--- src/dog_reset_pkg.sv ---
// Package: register map, field layout, reset values and timing for the watchdog and reset control
package dog_reset_pkg;
   // ****************************************
   // Register offsets (plain port index)
   // ****************************************
   localparam logic [2:0] OFF_DOG_CONTROL = 3'h0;
   localparam logic [2:0] OFF_RESET_FLAGS = 3'h1;
   localparam logic [2:0] OFF_RESET_KEY = 3'h2;
   localparam logic [2:0] OFF_THRESHOLD = 3'h3;
   localparam logic [2:0] OFF_LV_WIDTH = 3'h4;
   localparam logic [2:0] OFF_STATUS = 3'h5;
   // ****************************************
   // Field positions
   // ****************************************
   localparam int KEY_LSB = 3;
   localparam int FLAG_DOG_SW = 0;
   localparam int FLAG_LV_SW = 1;
   localparam int FLAG_LOW_V = 2;
   localparam int FLAG_RST_SW = 3;
   localparam int STAT_PDF = 0;
   localparam int STAT_EXPIRY = 1;
   // ****************************************
   // Reset values and keys
   // ****************************************
   localparam logic [7:0] DOG_CONTROL_RST = 8'h53;
   localparam logic [4:0] KEY_ENABLE = 5'h0A;
   localparam logic [4:0] KEY_DISABLE = 5'h15;
   localparam logic [7:0] RESET_KEY_RST = 8'h55;
   localparam logic [7:0] RESET_KEY_ALT = 8'hAA;
   localparam logic [7:0] THR_2V10 = 8'h55;
   localparam logic [7:0] THR_2V55 = 8'h33;
   localparam logic [7:0] THR_3V15 = 8'h99;
   localparam logic [7:0] THR_3V80 = 8'hAA;
   localparam logic [1:0] LV_WIDTH_RST = 2'h1;
   // ****************************************
   // Timing
   // ****************************************
   localparam int OSC_HZ = 32000;
   localparam int CLK_HZ = 200000000;
   localparam int SRESET_US = 100;
   localparam int SRESET_CYCLES = (SRESET_US * (CLK_HZ / 1000000));
   localparam int SYS_RESET_CYCLES = 16;
endpackage

--- src/watchdog_and_reset_control.sv ---
// Watchdog timer with key-coded reset control and low-voltage reset filtering
//
// The strobed register port and the register offsets were left to the implementer.
`timescale 1ns/10ps
`default_nettype none
module watchdog_and_reset_control #(
   parameter int SRESET_CYCLES = dog_reset_pkg::SRESET_CYCLES,
   parameter int SYS_RESET_CYCLES = dog_reset_pkg::SYS_RESET_CYCLES
) (
   // Clock and reset
   input wire logic clk_sys,
   input wire logic reset_n,
   // Register port
   input wire logic [2:0] reg_addr,
   input wire logic [7:0] reg_wdata,
   input wire logic reg_write,
   input wire logic reg_read,
   output logic [7:0] reg_rdata,
   // Oscillator and supply monitor pins
   input wire logic slow_internal_osc,
   input wire logic supply_low,
   // Core events
   input wire logic clear_dog_instr,
   input wire logic halt_instr,
   input wire logic low_power_mode,
   // Reset and threshold level outputs
   output logic device_reset,
   output logic pc_sp_reset,
   output logic [2:0] threshold_level
);
   // ****************************************
   // Parameter checks
   // ****************************************
   initial begin
      if (SRESET_CYCLES < 1 || SYS_RESET_CYCLES < 1) begin
         $error("Reset cycle counts must be at least one");
      end
   end

   // ****************************************
   // Declarations
   // ****************************************
   typedef enum logic [2:0] {
      ST_RUN = 3'b001,   // Normal operation
      ST_WAIT = 3'b010,  // Software reset delay running
      ST_RESET = 3'b100  // Device reset pulse
   } rst_state_type;

   rst_state_type state_r;
   logic [7:0] dog_control_r;       // Key and timeout select
   logic [7:0] reset_key_r;         // Reset key register
   logic [7:0] threshold_r;         // Brownout threshold
   logic [1:0] lv_width_r;          // Minimum low width select
   logic dog_sw_flag_r;
   logic lv_sw_flag_r;
   logic low_v_flag_r;
   logic rst_sw_flag_r;
   logic expiry_r;                  // Expiry flag
   logic pdf_r;                     // Power down flag
   logic [1:0] osc_sync_r;          // Oscillator synchroniser
   logic [1:0] low_sync_r;          // Supply low synchroniser
   logic osc_prev_r;
   logic [17:0] dog_count_r;
   logic [7:0] lv_count_r;
   logic [31:0] delay_r;            // Delay and pulse counter
   logic [7:0] rdata_r;
   logic osc_tick;
   logic key_bad;
   logic rkey_bad;
   logic thr_bad;
   logic dog_run;
   logic overflow;
   logic brownout;
   logic sw_fault;
   logic wr_dog;

   // ****************************************
   // Decode functions
   // ****************************************
   // Top bit index of the watchdog divide
   function automatic logic [4:0] div_top(input logic [2:0] sel);
      unique case (sel)
         3'h0: div_top = 5'h07;
         3'h1: div_top = 5'h09;
         3'h2: div_top = 5'h0B;
         3'h3: div_top = 5'h0D;
         3'h4: div_top = 5'h0E;
         3'h5: div_top = 5'h0F;
         3'h6: div_top = 5'h10;
         3'h7: div_top = 5'h11;
      endcase
   endfunction

   // Minimum low-supply periods minus one
   function automatic logic [7:0] lv_limit(input logic [1:0] sel);
      unique case (sel)
         2'h0: lv_limit = 8'h07;
         2'h1: lv_limit = 8'h1F;
         2'h2: lv_limit = 8'h3F;
         2'h3: lv_limit = 8'h7F;
      endcase
   endfunction

   // True when a threshold code is one of the four defined
   function automatic logic thr_valid(input logic [7:0] v);
      thr_valid = (v == dog_reset_pkg::THR_2V10) || (v == dog_reset_pkg::THR_2V55) ||
                  (v == dog_reset_pkg::THR_3V15) || (v == dog_reset_pkg::THR_3V80);
   endfunction

   // ****************************************
   // Combinational decode
   // ****************************************
   // key decode
   assign key_bad = (dog_control_r[7:dog_reset_pkg::KEY_LSB] != dog_reset_pkg::KEY_ENABLE) &&
                    (dog_control_r[7:dog_reset_pkg::KEY_LSB] != dog_reset_pkg::KEY_DISABLE);
   assign dog_run = (dog_control_r[7:dog_reset_pkg::KEY_LSB] == dog_reset_pkg::KEY_ENABLE);
   assign rkey_bad = (reset_key_r != dog_reset_pkg::RESET_KEY_RST) &&
                     (reset_key_r != dog_reset_pkg::RESET_KEY_ALT);
   assign thr_bad = !thr_valid(threshold_r);
   assign sw_fault = key_bad || rkey_bad || thr_bad;
   assign osc_tick = osc_sync_r[1] && !osc_prev_r;
   // overflow at the selected power of two
   assign overflow = osc_tick && dog_run && (dog_count_r == 18'((1 << (div_top(dog_control_r[2:0]) + 1)) - 1));
   // brownout once low exceeds the width; not in low power
   assign brownout = osc_tick && low_sync_r[1] && !low_power_mode && (lv_count_r == lv_limit(lv_width_r));
   assign wr_dog = reg_write && (reg_addr == dog_reset_pkg::OFF_DOG_CONTROL);

   // ****************************************
   // Input synchronisers
   // ****************************************
   // Two flops on each pin, then an edge register on the oscillator
   always_ff @(posedge clk_sys or negedge reset_n) begin
      if (!reset_n) begin
         osc_sync_r <= 2'h0;
         low_sync_r <= 2'h0;
         osc_prev_r <= 1'b0;
      end else begin
         osc_sync_r <= {osc_sync_r[0], slow_internal_osc};
         low_sync_r <= {low_sync_r[0], supply_low};
         osc_prev_r <= osc_sync_r[1];
      end
   end

   // ****************************************
   // Watchdog counter
   // ****************************************
   always_ff @(posedge clk_sys or negedge reset_n) begin
      if (!reset_n) begin
         dog_count_r <= 18'h0;
      end else if (state_r == ST_RESET || clear_dog_instr || halt_instr || overflow || !dog_run) begin
         // clear on instruction, halt, overflow, any key other than enable, or reset
         dog_count_r <= 18'h0;
      end else if (osc_tick) begin
         dog_count_r <= dog_count_r + 18'h1;
      end
   end

   // ****************************************
   // Low-supply width filter
   // ****************************************
   always_ff @(posedge clk_sys or negedge reset_n) begin
      if (!reset_n) begin
         lv_count_r <= 8'h0;
      end else if (!low_sync_r[1] || low_power_mode || brownout) begin
         lv_count_r <= 8'h0;
      end else if (osc_tick) begin
         lv_count_r <= lv_count_r + 8'h1;
      end
   end

   // ****************************************
   // Reset sequencer
   // ****************************************
   always_ff @(posedge clk_sys or negedge reset_n) begin
      if (!reset_n) begin
         state_r <= ST_RUN;
         delay_r <= 32'h0;
      end else begin
         unique case (state_r)
            ST_RUN: begin
               if (brownout || (overflow && !low_power_mode)) begin
                  // normal overflow and brownout reset at once
                  state_r <= ST_RESET;
                  delay_r <= 32'h0;
               end else if (sw_fault) begin
                  state_r <= ST_WAIT;
                  delay_r <= 32'h0;
               end
            end
            ST_WAIT: begin
               if (delay_r == 32'(SRESET_CYCLES - 1)) begin
                  state_r <= ST_RESET;
                  delay_r <= 32'h0;
               end else begin
                  delay_r <= delay_r + 32'h1;
               end
            end
            ST_RESET: begin
               if (delay_r == 32'(SYS_RESET_CYCLES - 1)) begin
                  state_r <= ST_RUN;
                  delay_r <= 32'h0;
               end else begin
                  delay_r <= delay_r + 32'h1;
               end
            end
            default: begin
               state_r <= ST_RUN;
               delay_r <= 32'h0;
            end
         endcase
      end
   end

   // ****************************************
   // Control registers
   // ****************************************
   always_ff @(posedge clk_sys or negedge reset_n) begin
      if (!reset_n) begin
         dog_control_r <= dog_reset_pkg::DOG_CONTROL_RST;
         reset_key_r <= dog_reset_pkg::RESET_KEY_RST;
         threshold_r <= dog_reset_pkg::THR_2V10;
         lv_width_r <= dog_reset_pkg::LV_WIDTH_RST;
      end else if (state_r == ST_RESET && delay_r == 32'h0) begin
         // Device reset reloads keys; keeps a valid threshold
         dog_control_r <= dog_reset_pkg::DOG_CONTROL_RST;
         reset_key_r <= dog_reset_pkg::RESET_KEY_RST;
         lv_width_r <= dog_reset_pkg::LV_WIDTH_RST;
         if (thr_bad) begin
            threshold_r <= dog_reset_pkg::THR_2V10;
         end
      end else if (reg_write) begin
         unique case (reg_addr)
            dog_reset_pkg::OFF_DOG_CONTROL: dog_control_r <= reg_wdata;
            dog_reset_pkg::OFF_RESET_KEY: reset_key_r <= reg_wdata;
            dog_reset_pkg::OFF_THRESHOLD: threshold_r <= reg_wdata;
            dog_reset_pkg::OFF_LV_WIDTH: lv_width_r <= reg_wdata[1:0];
            default: begin
            end
         endcase
      end
   end

   // ****************************************
   // Reset cause flags
   // ****************************************
   // Hardware set wins over a software clear in the same cycle
   always_ff @(posedge clk_sys or negedge reset_n) begin
      if (!reset_n) begin
         dog_sw_flag_r <= 1'b0;
         lv_sw_flag_r <= 1'b0;
         low_v_flag_r <= 1'b0;
         rst_sw_flag_r <= 1'b0;
      end else begin
         if (reg_write && reg_addr == dog_reset_pkg::OFF_RESET_FLAGS) begin
            dog_sw_flag_r <= dog_sw_flag_r & reg_wdata[dog_reset_pkg::FLAG_DOG_SW];
            lv_sw_flag_r <= lv_sw_flag_r & reg_wdata[dog_reset_pkg::FLAG_LV_SW];
            low_v_flag_r <= low_v_flag_r & reg_wdata[dog_reset_pkg::FLAG_LOW_V];
            rst_sw_flag_r <= rst_sw_flag_r & reg_wdata[dog_reset_pkg::FLAG_RST_SW];
         end
         if (state_r == ST_WAIT && delay_r == 32'(SRESET_CYCLES - 1)) begin
            // dog flag on bad enable key
            if (key_bad) dog_sw_flag_r <= 1'b1;
            // reset flag on bad reset key
            if (rkey_bad) rst_sw_flag_r <= 1'b1;
            if (thr_bad) lv_sw_flag_r <= 1'b1;
         end
         if (brownout) begin
            low_v_flag_r <= 1'b1;
         end
      end
   end

   // ****************************************
   // Status: expiry and power down
   // ****************************************
   always_ff @(posedge clk_sys or negedge reset_n) begin
      if (!reset_n) begin
         expiry_r <= 1'b0;
         pdf_r <= 1'b0;
      end else if (overflow) begin
         expiry_r <= 1'b1;
         pdf_r <= pdf_r | low_power_mode;
      end else if (halt_instr) begin
         pdf_r <= 1'b1;
         expiry_r <= 1'b0;
      end else if (clear_dog_instr) begin
         pdf_r <= 1'b0;
         expiry_r <= 1'b0;
      end
   end

   // ****************************************
   // Reset outputs
   // ****************************************
   always_ff @(posedge clk_sys or negedge reset_n) begin
      if (!reset_n) begin
         device_reset <= 1'b1;
         pc_sp_reset <= 1'b1;
      end else begin
         device_reset <= (state_r == ST_RESET);
         // sleep overflow resets PC and SP only
         pc_sp_reset <= (state_r == ST_RESET) || (overflow && low_power_mode);
      end
   end

   // threshold decode to a level index
   always_ff @(posedge clk_sys or negedge reset_n) begin
      if (!reset_n) begin
         threshold_level <= 3'h0;
      end else begin
         unique case (threshold_r)
            dog_reset_pkg::THR_2V10: threshold_level <= 3'h0;
            dog_reset_pkg::THR_2V55: threshold_level <= 3'h1;
            dog_reset_pkg::THR_3V15: threshold_level <= 3'h2;
            dog_reset_pkg::THR_3V80: threshold_level <= 3'h3;
            default: threshold_level <= 3'h4;
         endcase
      end
   end

   // ****************************************
   // Read port
   // ****************************************
   always_ff @(posedge clk_sys or negedge reset_n) begin
      if (!reset_n) begin
         rdata_r <= 8'h0;
      end else if (reg_read) begin
         unique case (reg_addr)
            dog_reset_pkg::OFF_DOG_CONTROL: rdata_r <= dog_control_r;
            dog_reset_pkg::OFF_RESET_FLAGS: rdata_r <= {4'h0, rst_sw_flag_r, low_v_flag_r,
                                                        lv_sw_flag_r, dog_sw_flag_r};
            dog_reset_pkg::OFF_RESET_KEY: rdata_r <= reset_key_r;
            dog_reset_pkg::OFF_THRESHOLD: rdata_r <= threshold_r;
            dog_reset_pkg::OFF_LV_WIDTH: rdata_r <= {6'h0, lv_width_r};
            dog_reset_pkg::OFF_STATUS: rdata_r <= {6'h0, expiry_r, pdf_r};
            default: rdata_r <= 8'h0;
         endcase
      end else begin
         rdata_r <= 8'h0;
      end
   end
   assign reg_rdata = rdata_r;
endmodule
`default_nettype wire

--- config.mk ---
export PLATFORM = sky130hd
export DESIGN_NAME = watchdog_and_reset_control
export DESIGN_NICKNAME = d
export VERILOG_FILES = /design/src/dog_reset_pkg.sv /design/src/watchdog_and_reset_control.sv
export SDC_FILE = /design/constraint.sdc
export NUM_CORES = 1
export LEC_CHECK = 0
export BUFFER_PORTS_ARGS = -buffer_cell sky130_fd_sc_hd__buf_2
export CAP_MARGIN = 0
export CORE_ASPECT_RATIO = 1.5
export CORE_MARGIN = 1
export CORE_UTILIZATION = 45
export DETAILED_ROUTE_END_ITERATION = 7
export GPL_TIMING_DRIVEN = 0
export SYNTH_ARGS = -nofsm -noshare
export SYNTH_HDL_FRONTEND = slang
export SYNTH_SLANG_ARGS = --single-unit
--- constraint.sdc ---
create_clock -name clk_sys -period 2.4 [get_ports clk_sys]
set_input_delay 0.48 -clock clk_sys [delete_from_list [all_inputs] [get_ports clk_sys]]
set_output_delay 0.48 -clock clk_sys [all_outputs]
set_load 0.02 [all_outputs]
# Yosys cells after proc, flatten, opt, wreduce, memory -nomap -nowiden
# Memory sizes are Yosys's and may differ from the RTL's.
# Cells that the tools add are included.
[totals]
rom_bits = 40
output_inout_bits = 13
regBits = 111
wordCells = 156
n_memories = 1
input_bits = 20
[classes]
eq_ne = 28
n_addsub = 5
bitwise_logic = 5
reduce_logical = 48
shifts = 1
n_mux = 47
[mem_list]
columns = ["memory", "words", "word_bits", "read_ports", "rd_ports_with_merged_regs", "wr", "line", "rtl"]
rows = [
  ["(name not given)", 8, 5, 1, 0, 0, "watchdog_and_reset_control.sv:82", "unique case (sel)"],
]
[ops]
columns = ["op", "count"]
rows = [
  ["two-way mux 32 bit", 4],
  ["two-way mux 8 bit", 13],
  ["one-hot mux 32 bit (3 select lines)", 1],
  ["one-hot mux 8 bit (6 select lines)", 1],
  ["two-way mux 18 bit", 2],
  ["adder 32 x 1 -> 32 bit, second input constant", 1],
  ["equality test 32 x 15 -> 1 bit, second input constant", 1],
  ["equality test 32 x 4 -> 1 bit, second input constant", 1],
  ["zero test 32 bit", 1],
  ["one-hot mux 8 bit (4 select lines)", 1],
  ["adder 18 x 1 -> 18 bit, second input constant", 1],
  ["equality test 18 bit", 1],
  ["<< shifter 1 x 6 -> 18 bit, first input constant", 1],
  ["subtractor 18 x 2 -> 18 bit, second input constant", 1],
  ["equality test 8 bit, second input constant", 2],
  ["two-way mux 1 bit", 16],
  ["nonzero test 2 bit", 8],
  ["logical AND 1 bit", 13],
  ["logical OR 1 bit", 13],
  ["two-way mux 3 bit", 4],
  ["one-hot mux 3 bit (4 select lines)", 1],
  ["equality test 3 x 2 -> 1 bit, second input constant", 3],
  ["equality test 3 bit, second input constant", 3],
  ["one-hot mux 3 bit (3 select lines)", 1],
  ["other kinds (25)", 40],
]

# Depth between registers and ports, before layout
# Gate-level depths: netlist of the first run.
# An unclocked memory read counts as a cell.
[logic_depth]
word_depth = 10
ltp_mapped = 11
depth_no_buf = 8

# Least setup slack after synthesis of the first run
# Ideal clock, no wire load.
[synth_timing]
kind = "register to register"
from = "register dog_control_r[0]"
to = "register delay_r[14]"
setup_ps = 124
synth_period_minus_slack_ps = 2627
setup_slack_ps = -227
t_arrival_ps = 2503
path_stages_with_launch = 12
n_path_buf = 3
required_time_ps = 2276
path_cell_list = "dfstp_2 -> buf_4 -> inv_1 -> ha_1 -> a21oi_1 -> or4_1 -> a21oi_1 -> a41oi_1 -> and3_1 -> buf_2 -> buf_6 -> a211o_1"
[synth_via]
elab_chain_cells = 10
word_cells_on_any_way = 11
cone_classes = "2 x add/sub; 2 x eq/ne; 1 x shift; 2 x mux; 3 x reduce/logical; 1 x memory"
[synth_rtl]
columns = ["element", "line", "rtl"]
rows = [
  ["from (decl)", "watchdog_and_reset_control.sv:50", "logic [7:0] dog_control_r;"],
  ["from (signal assigned)", "watchdog_and_reset_control.sv:219", "dog_control_r <= dog_reset_pkg::DOG_CONTROL_RST;"],
  ["from (signal assigned)", "watchdog_and_reset_control.sv:225", "dog_control_r <= dog_reset_pkg::DOG_CONTROL_RST;"],
  ["from (signal assigned)", "watchdog_and_reset_control.sv:233", "dog_reset_pkg::OFF_DOG_CONTROL: dog_control_r <= reg_wdata;"],
  ["memory (8 x 5 bit) *", "n/a", ""],
  ["adder 5 x 1 -> 6 bit *", "watchdog_and_reset_control.sv:123", "assign overflow = osc_tick && dog_run && (dog_count_r == 18'((1 << (div_top(dog_control_r[2:0]) + 1)) - 1));"],
  ["<< shifter 1 x 6 -> 18 bit *", "watchdog_and_reset_control.sv:123", ""],
  ["subtractor 18 x 2 -> 18 bit *", "watchdog_and_reset_control.sv:123", ""],
  ["equality test 18 bit *", "watchdog_and_reset_control.sv:123", ""],
  ["logical AND 1 bit *", "watchdog_and_reset_control.sv:123", ""],
  ["logical AND 1 bit *", "watchdog_and_reset_control.sv:181", "if (brownout || (overflow && !low_power_mode)) begin"],
  ["logical OR 1 bit *", "watchdog_and_reset_control.sv:181", ""],
  ["two-way mux 32 bit", "watchdog_and_reset_control.sv:181", ""],
  ["one-hot mux 32 bit (3 select lines)", "watchdog_and_reset_control.sv:179", "unique case (state_r)"],
  ["to (signal assigned)", "watchdog_and_reset_control.sv:195", "delay_r <= delay_r + 32'h1;"],
  ["to (signal assigned)", "watchdog_and_reset_control.sv:203", "delay_r <= delay_r + 32'h1;"],
  ["to (decl)", "watchdog_and_reset_control.sv:65", "logic [31:0] delay_r;"],
]
# Every way passes the cells marked *; elsewhere a longest branch is shown, timed or not.
# A chain may end at the register's enable or synchronous reset.

# Final worst setup path of the first run
[layout_timing]
from = "register dog_control_r[0]"
to = "register delay_r[18]"
# The elaborated chain is that of the path after synthesis.

==> out/summary.txt, run 1 <==
status: finished with violations
failing checks: setup timing
internal power: 0.00320 W
WL/cell: 17.7 um
Post-Syn Instances: 606
share of power burned in registers: 0.480
Initial Util: 0.466
Final min period: 2.63 ns
P&R area growth vs syn: 17.5%
number of diodes: 0
die area: 13500 sq um
Worst Path Arrival: 2.86 ns
logic gate share of total power: 0.198
# fillers: 1135
Final Hold Violating Endpoints: 0
number of synthesized flops with an enable pin: 0
post-DP HPWL: 10.2 mm
type of the most critical hold path: input port to asynchronous set/reset pin
RSZ-0062 raised after global routing: yes
vias in the first global route: 4856
f_max: 0.380 GHz
syn_nets: 632
FFs w/ async S/R, synth: 1.00
clk_skew: 0.0137 ns
CTS tree: done
yosys warns: 0
ratio of cells with drive above 1 in the final layout: 0.193
Detail Route Antenna Nets: 0
final worst setup slack: -0.232 ns
Final nets: 691
Static Leak: 3.24 nW
Max VDD drop: 0.388 mV
crit end category: flip-flop
Yosys reg bits: 111
Core Area: 12600 sq um
CTS sink count: 111
cts hold-fix bufs: 0
crit share post-route: 1.10
max-slew violations: 0
clock share of power: 0.322
drt pass-1 iters: 4
Net Sw Frac: 0.310
Worst Max-Slew Pin Slew: 0.642 ns
CTS clk-pin slew, worst paths: 0.08 ns
Clock Path Buffers: 2
GRT overflow: 0
Ports: 33
mean post-synth cell area: 9.67 sq um
CTS Buf Count: 9
Seq/Total Area, Yosys: 0.477
Fin Setup TNS: -6.47 ns
drt initial violations: 227
post-synthesis cell area: 5860 sq um
GR Util All Layers: 0.226
Reg2Reg Setup Slack: -0.23 ns
drt total wl: 14.6 mm
first-pass GRT wire length: 23.8 mm
PortBufs: 31
critical path class: flip-flop to flip-flop
Slew Limit Headroom: 0.572
Place WS: -0.588 ns
Die X: 95.2 um
total power: 0.00464 W
Sw Pwr: 0.00144 W
H-tree levels: 3
Most used DFF post-synth: dfrtp_1
Startpoint Class: flip-flop
Setup violations, final: 33
CP required: 2.63 ns
Final Wtd Congestion: 0.832
CP max FO: 5
DRC errors left: 0
row cnt: 50
maxcap violations: 0
largest net degree at the start of global routing: 65
Synth cell types: 62
initial antenna violation count: 0
clock root buffer: clkbuf_16
PD cells: 674 nW/um^2
Die Y: 142 um
clock latency on the worst-skew pair: 0.35 ns
Final Util: 0.547
vias after detailed routing: 4820
Via density: 5.84
==> cell usage in the layout (no fill, tap or decap), types with 17 or more instances in the layout <==
cell	count
a211o_1	21
a21oi_1	20
and3_1	30
buf_2	35
dfrtp_1	95
nand2_1	72
nand3_1	25
nand4_1	18
nor2_1	57
nor3_1	26
o21ai_0	19
xor2_1	17
==> final cells by class <==
| class | instances | area [sq um] | area share |
|---|---|---|---|
| plain buffers | 23 | 139 | 0.0202 |
| inverters | 12 | 47.5 | 0.00691 |
| well taps | 156 | 195 | 0.0284 |
| clock buffers | 9 | 225 | 0.0327 |
| clock inverters | 7 | 71.3 | 0.0104 |
| flip-flops and latches | 111 | 2800 | 0.406 |
| multi-input cells | 459 | 3040 | 0.442 |
| repair buffers | 49 | 365 | 0.0531 |
==> flip-flops by register name, summed over array words and instances, names as in the netlist, 2 cells and up <==
name and flops:
state_r 3, lv_width_r 2, reset_key_r 8, threshold_level 3, lv_count_r 8, dog_control_r 8, reg_rdata 8, low_sync_r 2
threshold_r 8, osc_sync_r 2, dog_count_r 18, delay_r 32
==> critical path, cell delays in order, from the launching register on <==
cell	delay [ns]
dfstp_2	0.57
inv_4	0.04
ha_4	0.28
a21oi_4	0.05
or4_4	0.54
a21oi_4	0.17
a41oi_4	0.15
and3_4	0.28
clkbuf_16	0.17
a211o_1	0.25
==> synthesized netlist by cell type (4+ instances only) <==
master / number / area share
nand4_1: 18 / 0.019
nor2b_1: 8 / 0.0085
nor4_1: 7 / 0.0075
or3_1: 11 / 0.012
and2_1: 6 / 0.0064
nor3b_1: 4 / 0.0051
nand2_1: 72 / 0.046
a22o_1: 5 / 0.0075
a22oi_1: 4 / 0.0051
buf_2: 7 / 0.0060
dfrtp_1: 95 / 0.41
dfstp_2: 16 / 0.072
and3_1: 31 / 0.033
mux4_2: 4 / 0.015
nand3_1: 25 / 0.021
clkbuf_1: 14 / 0.0090
xor2_1: 17 / 0.025
ha_1: 6 / 0.013
a211o_1: 21 / 0.031
inv_1: 12 / 0.0077
a21o_1: 11 / 0.014
o22a_1: 4 / 0.0060
mux2_2: 5 / 0.0096
xnor2_1: 11 / 0.016
mux2i_1: 11 / 0.019
nor2_1: 57 / 0.037
nor4bb_1: 8 / 0.014
and4_1: 4 / 0.0060
a21oi_1: 22 / 0.019
o21ai_0: 19 / 0.016
nor3_1: 27 / 0.023
==> stage by stage <==
step | hold WS, ns | cell area [sq um] | instances
after CTS | 0.169 | 6690 | 820
after global routing | 0.195 | 6880 | 826
after detailed placement | 0.335 | 6290 | 794
final | 0.154 | 6880 | 826
after global placement | 0.332 | 6260 | 793
after floorplan | 0.184 | 5910 | 606
==> power groups by stage <==
stage / clock network [W] / logic, W / registers (W)
after floorplan: 0 / 0.000565 / 0.00221
after global placement: 0 / 0.000788 / 0.00225
after detailed placement: 0 / 0.000810 / 0.00226
after CTS: 0.00154 / 0.000844 / 0.00222
after global routing: 0.00161 / 0.00101 / 0.00226
final: 0.00149 / 0.000918 / 0.00223
==> kinds of logic after synthesis <==
family          count (synthesis)  share of synthesized area
xor+xnor                       28                     0.0418
fa+ha+maj                       6                     0.0128
buf+inv                        37                     0.0286
simple gates                  295                      0.266
mux                            20                     0.0438
flops                         111                      0.477
compound gates                109                      0.129
==> routing by layer <==
| metal | routed length [um] | global-route usage |
|---|---|---|
| met3 | 363 | 0.0338 |
| met5 | 0 | 0 |
| met4 | 204 | 0.0781 |
| met2 | 7960 | 0.409 |
| met1 | 6080 | 0.265 |
==> final timing paths <==
path,from,end,cells past startpoint
min in group clk_sys,supply_low,low_sync_r[0],1
setup reg to reg,dog_control_r[0],delay_r[18],9
hold / removal,reset_n,dog_count_r[13],1
max in group asynchronous,reset_n,device_reset,2
hold reg to reg,low_sync_r[0],low_sync_r[1],0
setup / recovery,dog_control_r[0],delay_r[18],9
==> repair_timing <==
item                                    in CTS  in global routing
buffers inserted                            10                  4
gates cloned                                 0                  4
pin swaps                                    7                 35
resized for setup                            7                 27
endpoints found under the setup margin      69                 58
Note: power is estimated with default switching activity, not from simulation.
==> run 2: changes to the inputs <==
Settings changed: SETUP_SLACK_MARGIN set to 0.4.
==> run 2 against run 1 <==
The flow still finishes with violations (setup timing). Maximum frequency is 2.2% lower. Cell area rose by 3.4%. Sequential power about the same. Clock-buffer cell count stayed put. Global-route usage is 0.29 points higher. Critical path depth rose by 3. Hold slack worse by 0.038 ns. Clock skew fell by 0.0048 ns. Sequential share of layout area fell by 1.2 points. Via count about the same. First-iteration DRC count is 10% lower. Largest power group unchanged. Highest routed layer unchanged.
==> out/summary.txt, run 2 (synthesis results as in run 1) <==
commonest non-fill, non-tap cell in the layout: dfrtp_1
Die Y: 142 um
maxcap violations: 0
CP max FO: 5
Final min period: 2.69 ns
cts hold-fix bufs: 0
initial antenna violation count: 0
WL/cell: 17.4 um
critical path, cell by cell: buf_6 > inv_4 > ha_4 > a21oi_2 > or4_4 > a21oi_4 > a41oi_2 > and3_4 > buf_8 > buf_4 > buf_16 > a21o_1
Slew Limit Headroom: 0.558
vias after detailed routing: 4824
PD cells: 652 nW/um^2
largest net degree at the start of global routing: 72
ratio of cells with drive above 1 in the final layout: 0.233
CTS clk-pin slew, worst paths: 0.07 ns
clock latency on the worst-skew pair: 0.35 ns
CP required: 2.64 ns
commonest non-fill, non-tap cells in the layout: dfrtp_1 (90), nand2_1 (68), nor2_1 (52)
DRT met1 WL: 6.01 mm
die area: 13500 sq um
critical path class: flip-flop to flip-flop
number of diodes: 0
GRT overflow: 0
Startpoint Class: flip-flop
Largest regs: delay_r x32, dog_count_r x18
Place WS: -0.657 ns
H-tree levels: 3
Net Sw Frac: 0.295
type of the most critical hold path: input port to asynchronous set/reset pin
final worst setup slack: -0.292 ns
CTS sink count: 111
Detail Route Antenna Nets: 0
Worst R2R Path Depth: 12
RSZ-0062 raised after global routing: yes
crit end category: flip-flop
PortBufs: 31
Buf/Inv on CP: 5
f_max: 0.371 GHz
clock root buffer: clkbuf_16
Reg2Reg Setup Slack: -0.29 ns
drt total wl: 14.6 mm
Final Hold Violating Endpoints: 0
drt pass-1 iters: 4
Worst path top cell family by delay: simple AND/OR/NAND/NOR gates
logic gate share of total power: 0.197
post-DP HPWL: 10.1 mm
status: finished with violations
largest register by flop count: delay_r
drt initial violations: 204
CP max stage delay: 0.53 ns
met2 wire len: 7.78 mm
Critical-path top delay cell: dfstp_2
Clock Path Buffers: 2
CTS Buf Count: 9
failing checks: setup timing
GR Util All Layers: 0.229
CTS tree: done
internal power: 0.00327 W
first-pass GRT wire length: 24.1 mm
clk_skew: 0.00888 ns
metal3 WL: 409 um
crit share post-route: 1.12
share of power burned in registers: 0.479
Ports: 33
Final nets: 704
clock share of power: 0.324
Final Util: 0.566
max-slew violations: 0
Via density: 5.75
Worst Max-Slew Pin Slew: 0.657 ns
Setup violations, final: 47
Final Wtd Congestion: 0.830
Max VDD drop: 0.408 mV
Hold WS: 0.116 ns
Die X: 95.2 um
P&R area growth vs syn: 21.5%
max reg flops: 32
row cnt: 50
Initial Util: 0.466
Worst Path Arrival: 2.94 ns
reg2reg start: dog_control_r[0]
Sw Pwr: 0.00137 W
Worst R2R End: delay_r[30]
vias in the first global route: 4920
Static Leak: 3.32 nW
Core Area: 12600 sq um
DRC errors left: 0
Max Used Layer: met4
==> run 2: cell count changes in the layout (fill, tap and decap cells not counted), sizes merged <==
cell	delta
buf	+19
clkbuf	-5
inv	-4
clkinvlp	+3
and3	-1
bufinv	+1
==> run 2: metal layers <==
layer  GRT usage  up-vias
met1       0.276     2354
met3      0.0273       24
li1            -     2344
met5           0        -
met4      0.0829        0
met2       0.410      102
==> run 2: worst max-delay path by stage <==
stage                          start          end  slack (ns)  cells after the start
finish              dog_control_r[0]  delay_r[30]       -0.29                     12
global placement          delay_r[8]  delay_r[24]       -0.65                      7
detailed placement        delay_r[7]  delay_r[24]       -0.66                      7
floorplan           dog_control_r[0]  delay_r[14]       -0.13                     11
CTS                 dog_control_r[0]   delay_r[6]       -0.32                     11
global route        dog_control_r[0]  delay_r[30]       -0.37                     12
==> run 2: per-stage QoR <==
stage	cells	instance area, sq um	TNS (ns)	power (W)
final	839	7120	-8.63	0.00464
after detailed placement	794	6290	-25.30	0.00306
after CTS	827	6890	-9.20	0.00465
after floorplan	606	5910	-2.76	0.00278
after global routing	839	7120	-12.68	0.00486
after global placement	793	6260	-67.77	0.00305
==> run 2: area by class of cell <==
type                            instances  area, sq um
Multi-Input combinational cell        458         3110
Sequential cell                       111         2800
Inverter                               12         47.5
Fill cell                            1099         5460
Tap cell                              156          195
Timing Repair Buffer                   61          482
Clock inverter                          7         71.3
Buffer                                 25          183
Clock buffer                            9          225
==> run 2: what timing repair did <==
item	4_1_cts	5_1_grt
pin swaps	12	25
cloned	1	1
resized for setup	35	35
setup endpoints to repair	85	83
buffers inserted	16	11
==> run 2: power by group through the flow <==
| stage | sequential (W) | clock (W) | combinational (W) |
|---|---|---|---|
| 2_1_floorplan | 0.00221 | 0 | 0.000566 |
| 3_3_place_gp | 0.00225 | 0 | 0.000792 |
| 3_5_place_dp | 0.00226 | 0 | 0.000809 |
| 4_1_cts | 0.00222 | 0.00156 | 0.000875 |
| 5_1_grt | 0.00224 | 0.00162 | 0.00100 |
| 6_report | 0.00222 | 0.00150 | 0.000915 |
==> run 3: changes to the inputs <==
Settings changed: CORE_ASPECT_RATIO 1.5 to 0.8.
==> run 3 against run 2 <==
The flow still finishes with violations (setup timing). Sequential power hardly changed. Clock power hardly changed. Worst setup slack better by 0.051 ns. Total power is 2.5% higher. Maximum frequency is 1.9% higher. First-iteration DRC count is 97% higher. Sequential cell count stayed put. Clock-buffer cell count stayed put. Critical path type unchanged. Highest routed layer unchanged.
==> out/summary.txt, run 3 (synthesis results as in run 1) <==
drt initial violations: 402
post-DP HPWL: 10.1 mm
Buf/Inv on CP: 4
clock latency on the worst-skew pair: 0.36 ns
type of the most critical hold path: input port to asynchronous set/reset pin
share of power burned in registers: 0.466
Initial Util: 0.471
logic gate share of total power: 0.212
max-slew violations: 0
initial antenna violation count: 0
Static Leak: 3.30 nW
clock root buffer: clkbuf_16
die area: 13500 sq um
ratio of cells with drive above 1 in the final layout: 0.212
PortBufs: 31
Largest regs: delay_r x32, dog_count_r x18
row cnt: 36
busiest grt layer: met1
status: finished with violations
Core Area: 12400 sq um
commonest non-fill, non-tap cells in the layout: dfrtp_1 (91), nand2_1 (72), nor2_1 (57)
Detail Route Antenna Nets: 0
clock share of power: 0.322
first-pass GRT wire length: 24.5 mm
Final Wtd Congestion: 0.828
Clock Path Buffers: 2
largest net degree at the start of global routing: 61
CTS Buf Count: 9
CTS tree: done
GRT overflow: 0
crit share post-route: 1.10
Levels on crit path: 11
Startpoint Class: flip-flop
commonest non-fill, non-tap cell in the layout: dfrtp_1
vias in the first global route: 4649
CP max FO: 10
number of diodes: 0
DRC errors left: 0
Final min period: 2.64 ns
Sw Pwr: 0.00142 W
Final Util: 0.564
Net Sw Frac: 0.299
Fin Setup TNS: -7.54 ns
RSZ-0062 raised after global routing: yes
M1 GR Usage: 0.355
Worst R2R End: delay_r[28]
met3 GRT Util: 0.0520
P&R area growth vs syn: 19.7%
Die X: 130 um
Slew Limit Headroom: 0.544
crit path to: delay_r[28]
internal power: 0.00333 W
Reg2Reg Setup Slack: -0.24 ns
Die Y: 104 um
CP required: 2.64 ns
Final nets: 701
critical path, cell by cell: buf_6 > inv_4 > ha_4 > a21oi_4 > or4_4 > a21oi_4 > a41oi_2 > and3_1 > buf_6 > buf_8 > a211o_1
failing checks: setup timing
largest register by flop count: delay_r
clk_skew: 0.0119 ns
Setup violations, final: 49
Worst path top cell family by delay: simple AND/OR/NAND/NOR gates
# fillers: 1100
drt total wl: 14.8 mm
Via density: 5.84
CTS sink count: 111
Worst Path Arrival: 2.88 ns
maxcap violations: 0
CP max stage delay: 0.53 ns
Worst Setup SP: dog_control_r[0]
Final Hold Violating Endpoints: 0
drt pass-1 iters: 5
Ports: 33
WL/cell: 17.4 um
Max VDD drop: 0.439 mV
GR Util All Layers: 0.237
final worst setup slack: -0.241 ns
Worst R2R Path Depth: 11
Hold WS: 0.145 ns
met2 usage: 0.340
f_max: 0.379 GHz
crit end category: flip-flop
cts hold-fix bufs: 0
PD cells: 678 nW/um^2
CTS clk-pin slew, worst paths: 0.08 ns
vias after detailed routing: 4974
max reg flops: 32
Critical-path top delay cell: dfstp_2
H-tree levels: 3
Worst Max-Slew Pin Slew: 0.684 ns
critical path class: flip-flop to flip-flop
reg2reg start: dog_control_r[0]
[run 3: stage by stage]
step	instances	area [sq um]	worst slack (ns)	total power, W
detailed placement	809	6310	-0.601	0.00307
floorplan	606	5910	-0.128	0.00278
global route	851	7020	-0.314	0.00499
CTS	846	6960	-0.273	0.00478
finish	851	7020	-0.241	0.00476
global placement	808	6280	-0.584	0.00304
[run 3: final cells by class]
class                   count  area (sq um)  share of cell area
multi-input cells         458          3060               0.437
flip-flops and latches    111          2800               0.400
repair buffers             58           415              0.0592
clock buffers               9           225              0.0321
well taps                 171           214              0.0305
plain buffers              25           174              0.0248
clock inverters             7          73.8              0.0105
inverters                  12          47.5             0.00678
[run 3: per-layer routing]
layer / wire length [um] / share of wire / vias to the layer above
met2: 6320 / 0.43 / 150
li1: - / - / 2342
met1: 7410 / 0.50 / 2466
met4: 206 / 0.014 / 0
met3: 844 / 0.057 / 16
met5: 0 / 0 / -
[run 3: power by group through the flow]
| stage | combinational (W) | sequential, W | clock, W |
|---|---|---|---|
| final | 0.00101 | 0.00222 | 0.00153 |
| after detailed placement | 0.000823 | 0.00225 | 0 |
| after global routing | 0.00111 | 0.00224 | 0.00165 |
| after global placement | 0.000799 | 0.00224 | 0 |
| after CTS | 0.000991 | 0.00221 | 0.00158 |
| after floorplan | 0.000566 | 0.00221 | 0 |
[run 3: how the worst min path moves through the flow]
stage	from	endpoint	slack, ns
2_1_floorplan	reset_n	delay_r[0]	0.18
3_3_place_gp	osc_sync_r[0]	osc_sync_r[1]	0.34
3_5_place_dp	osc_sync_r[0]	osc_sync_r[1]	0.33
4_1_cts	reset_n	delay_r[15]	0.17
5_1_grt	slow_internal_osc	osc_sync_r[0]	0.20
6_report	reset_n	delay_r[15]	0.14
[run 3: repair_timing]
item,in CTS,in global routing
cloned,1,0
pin swaps,15,8
setup buffers,20,5
endpoints found under the setup margin,85,70
resized for setup,43,4
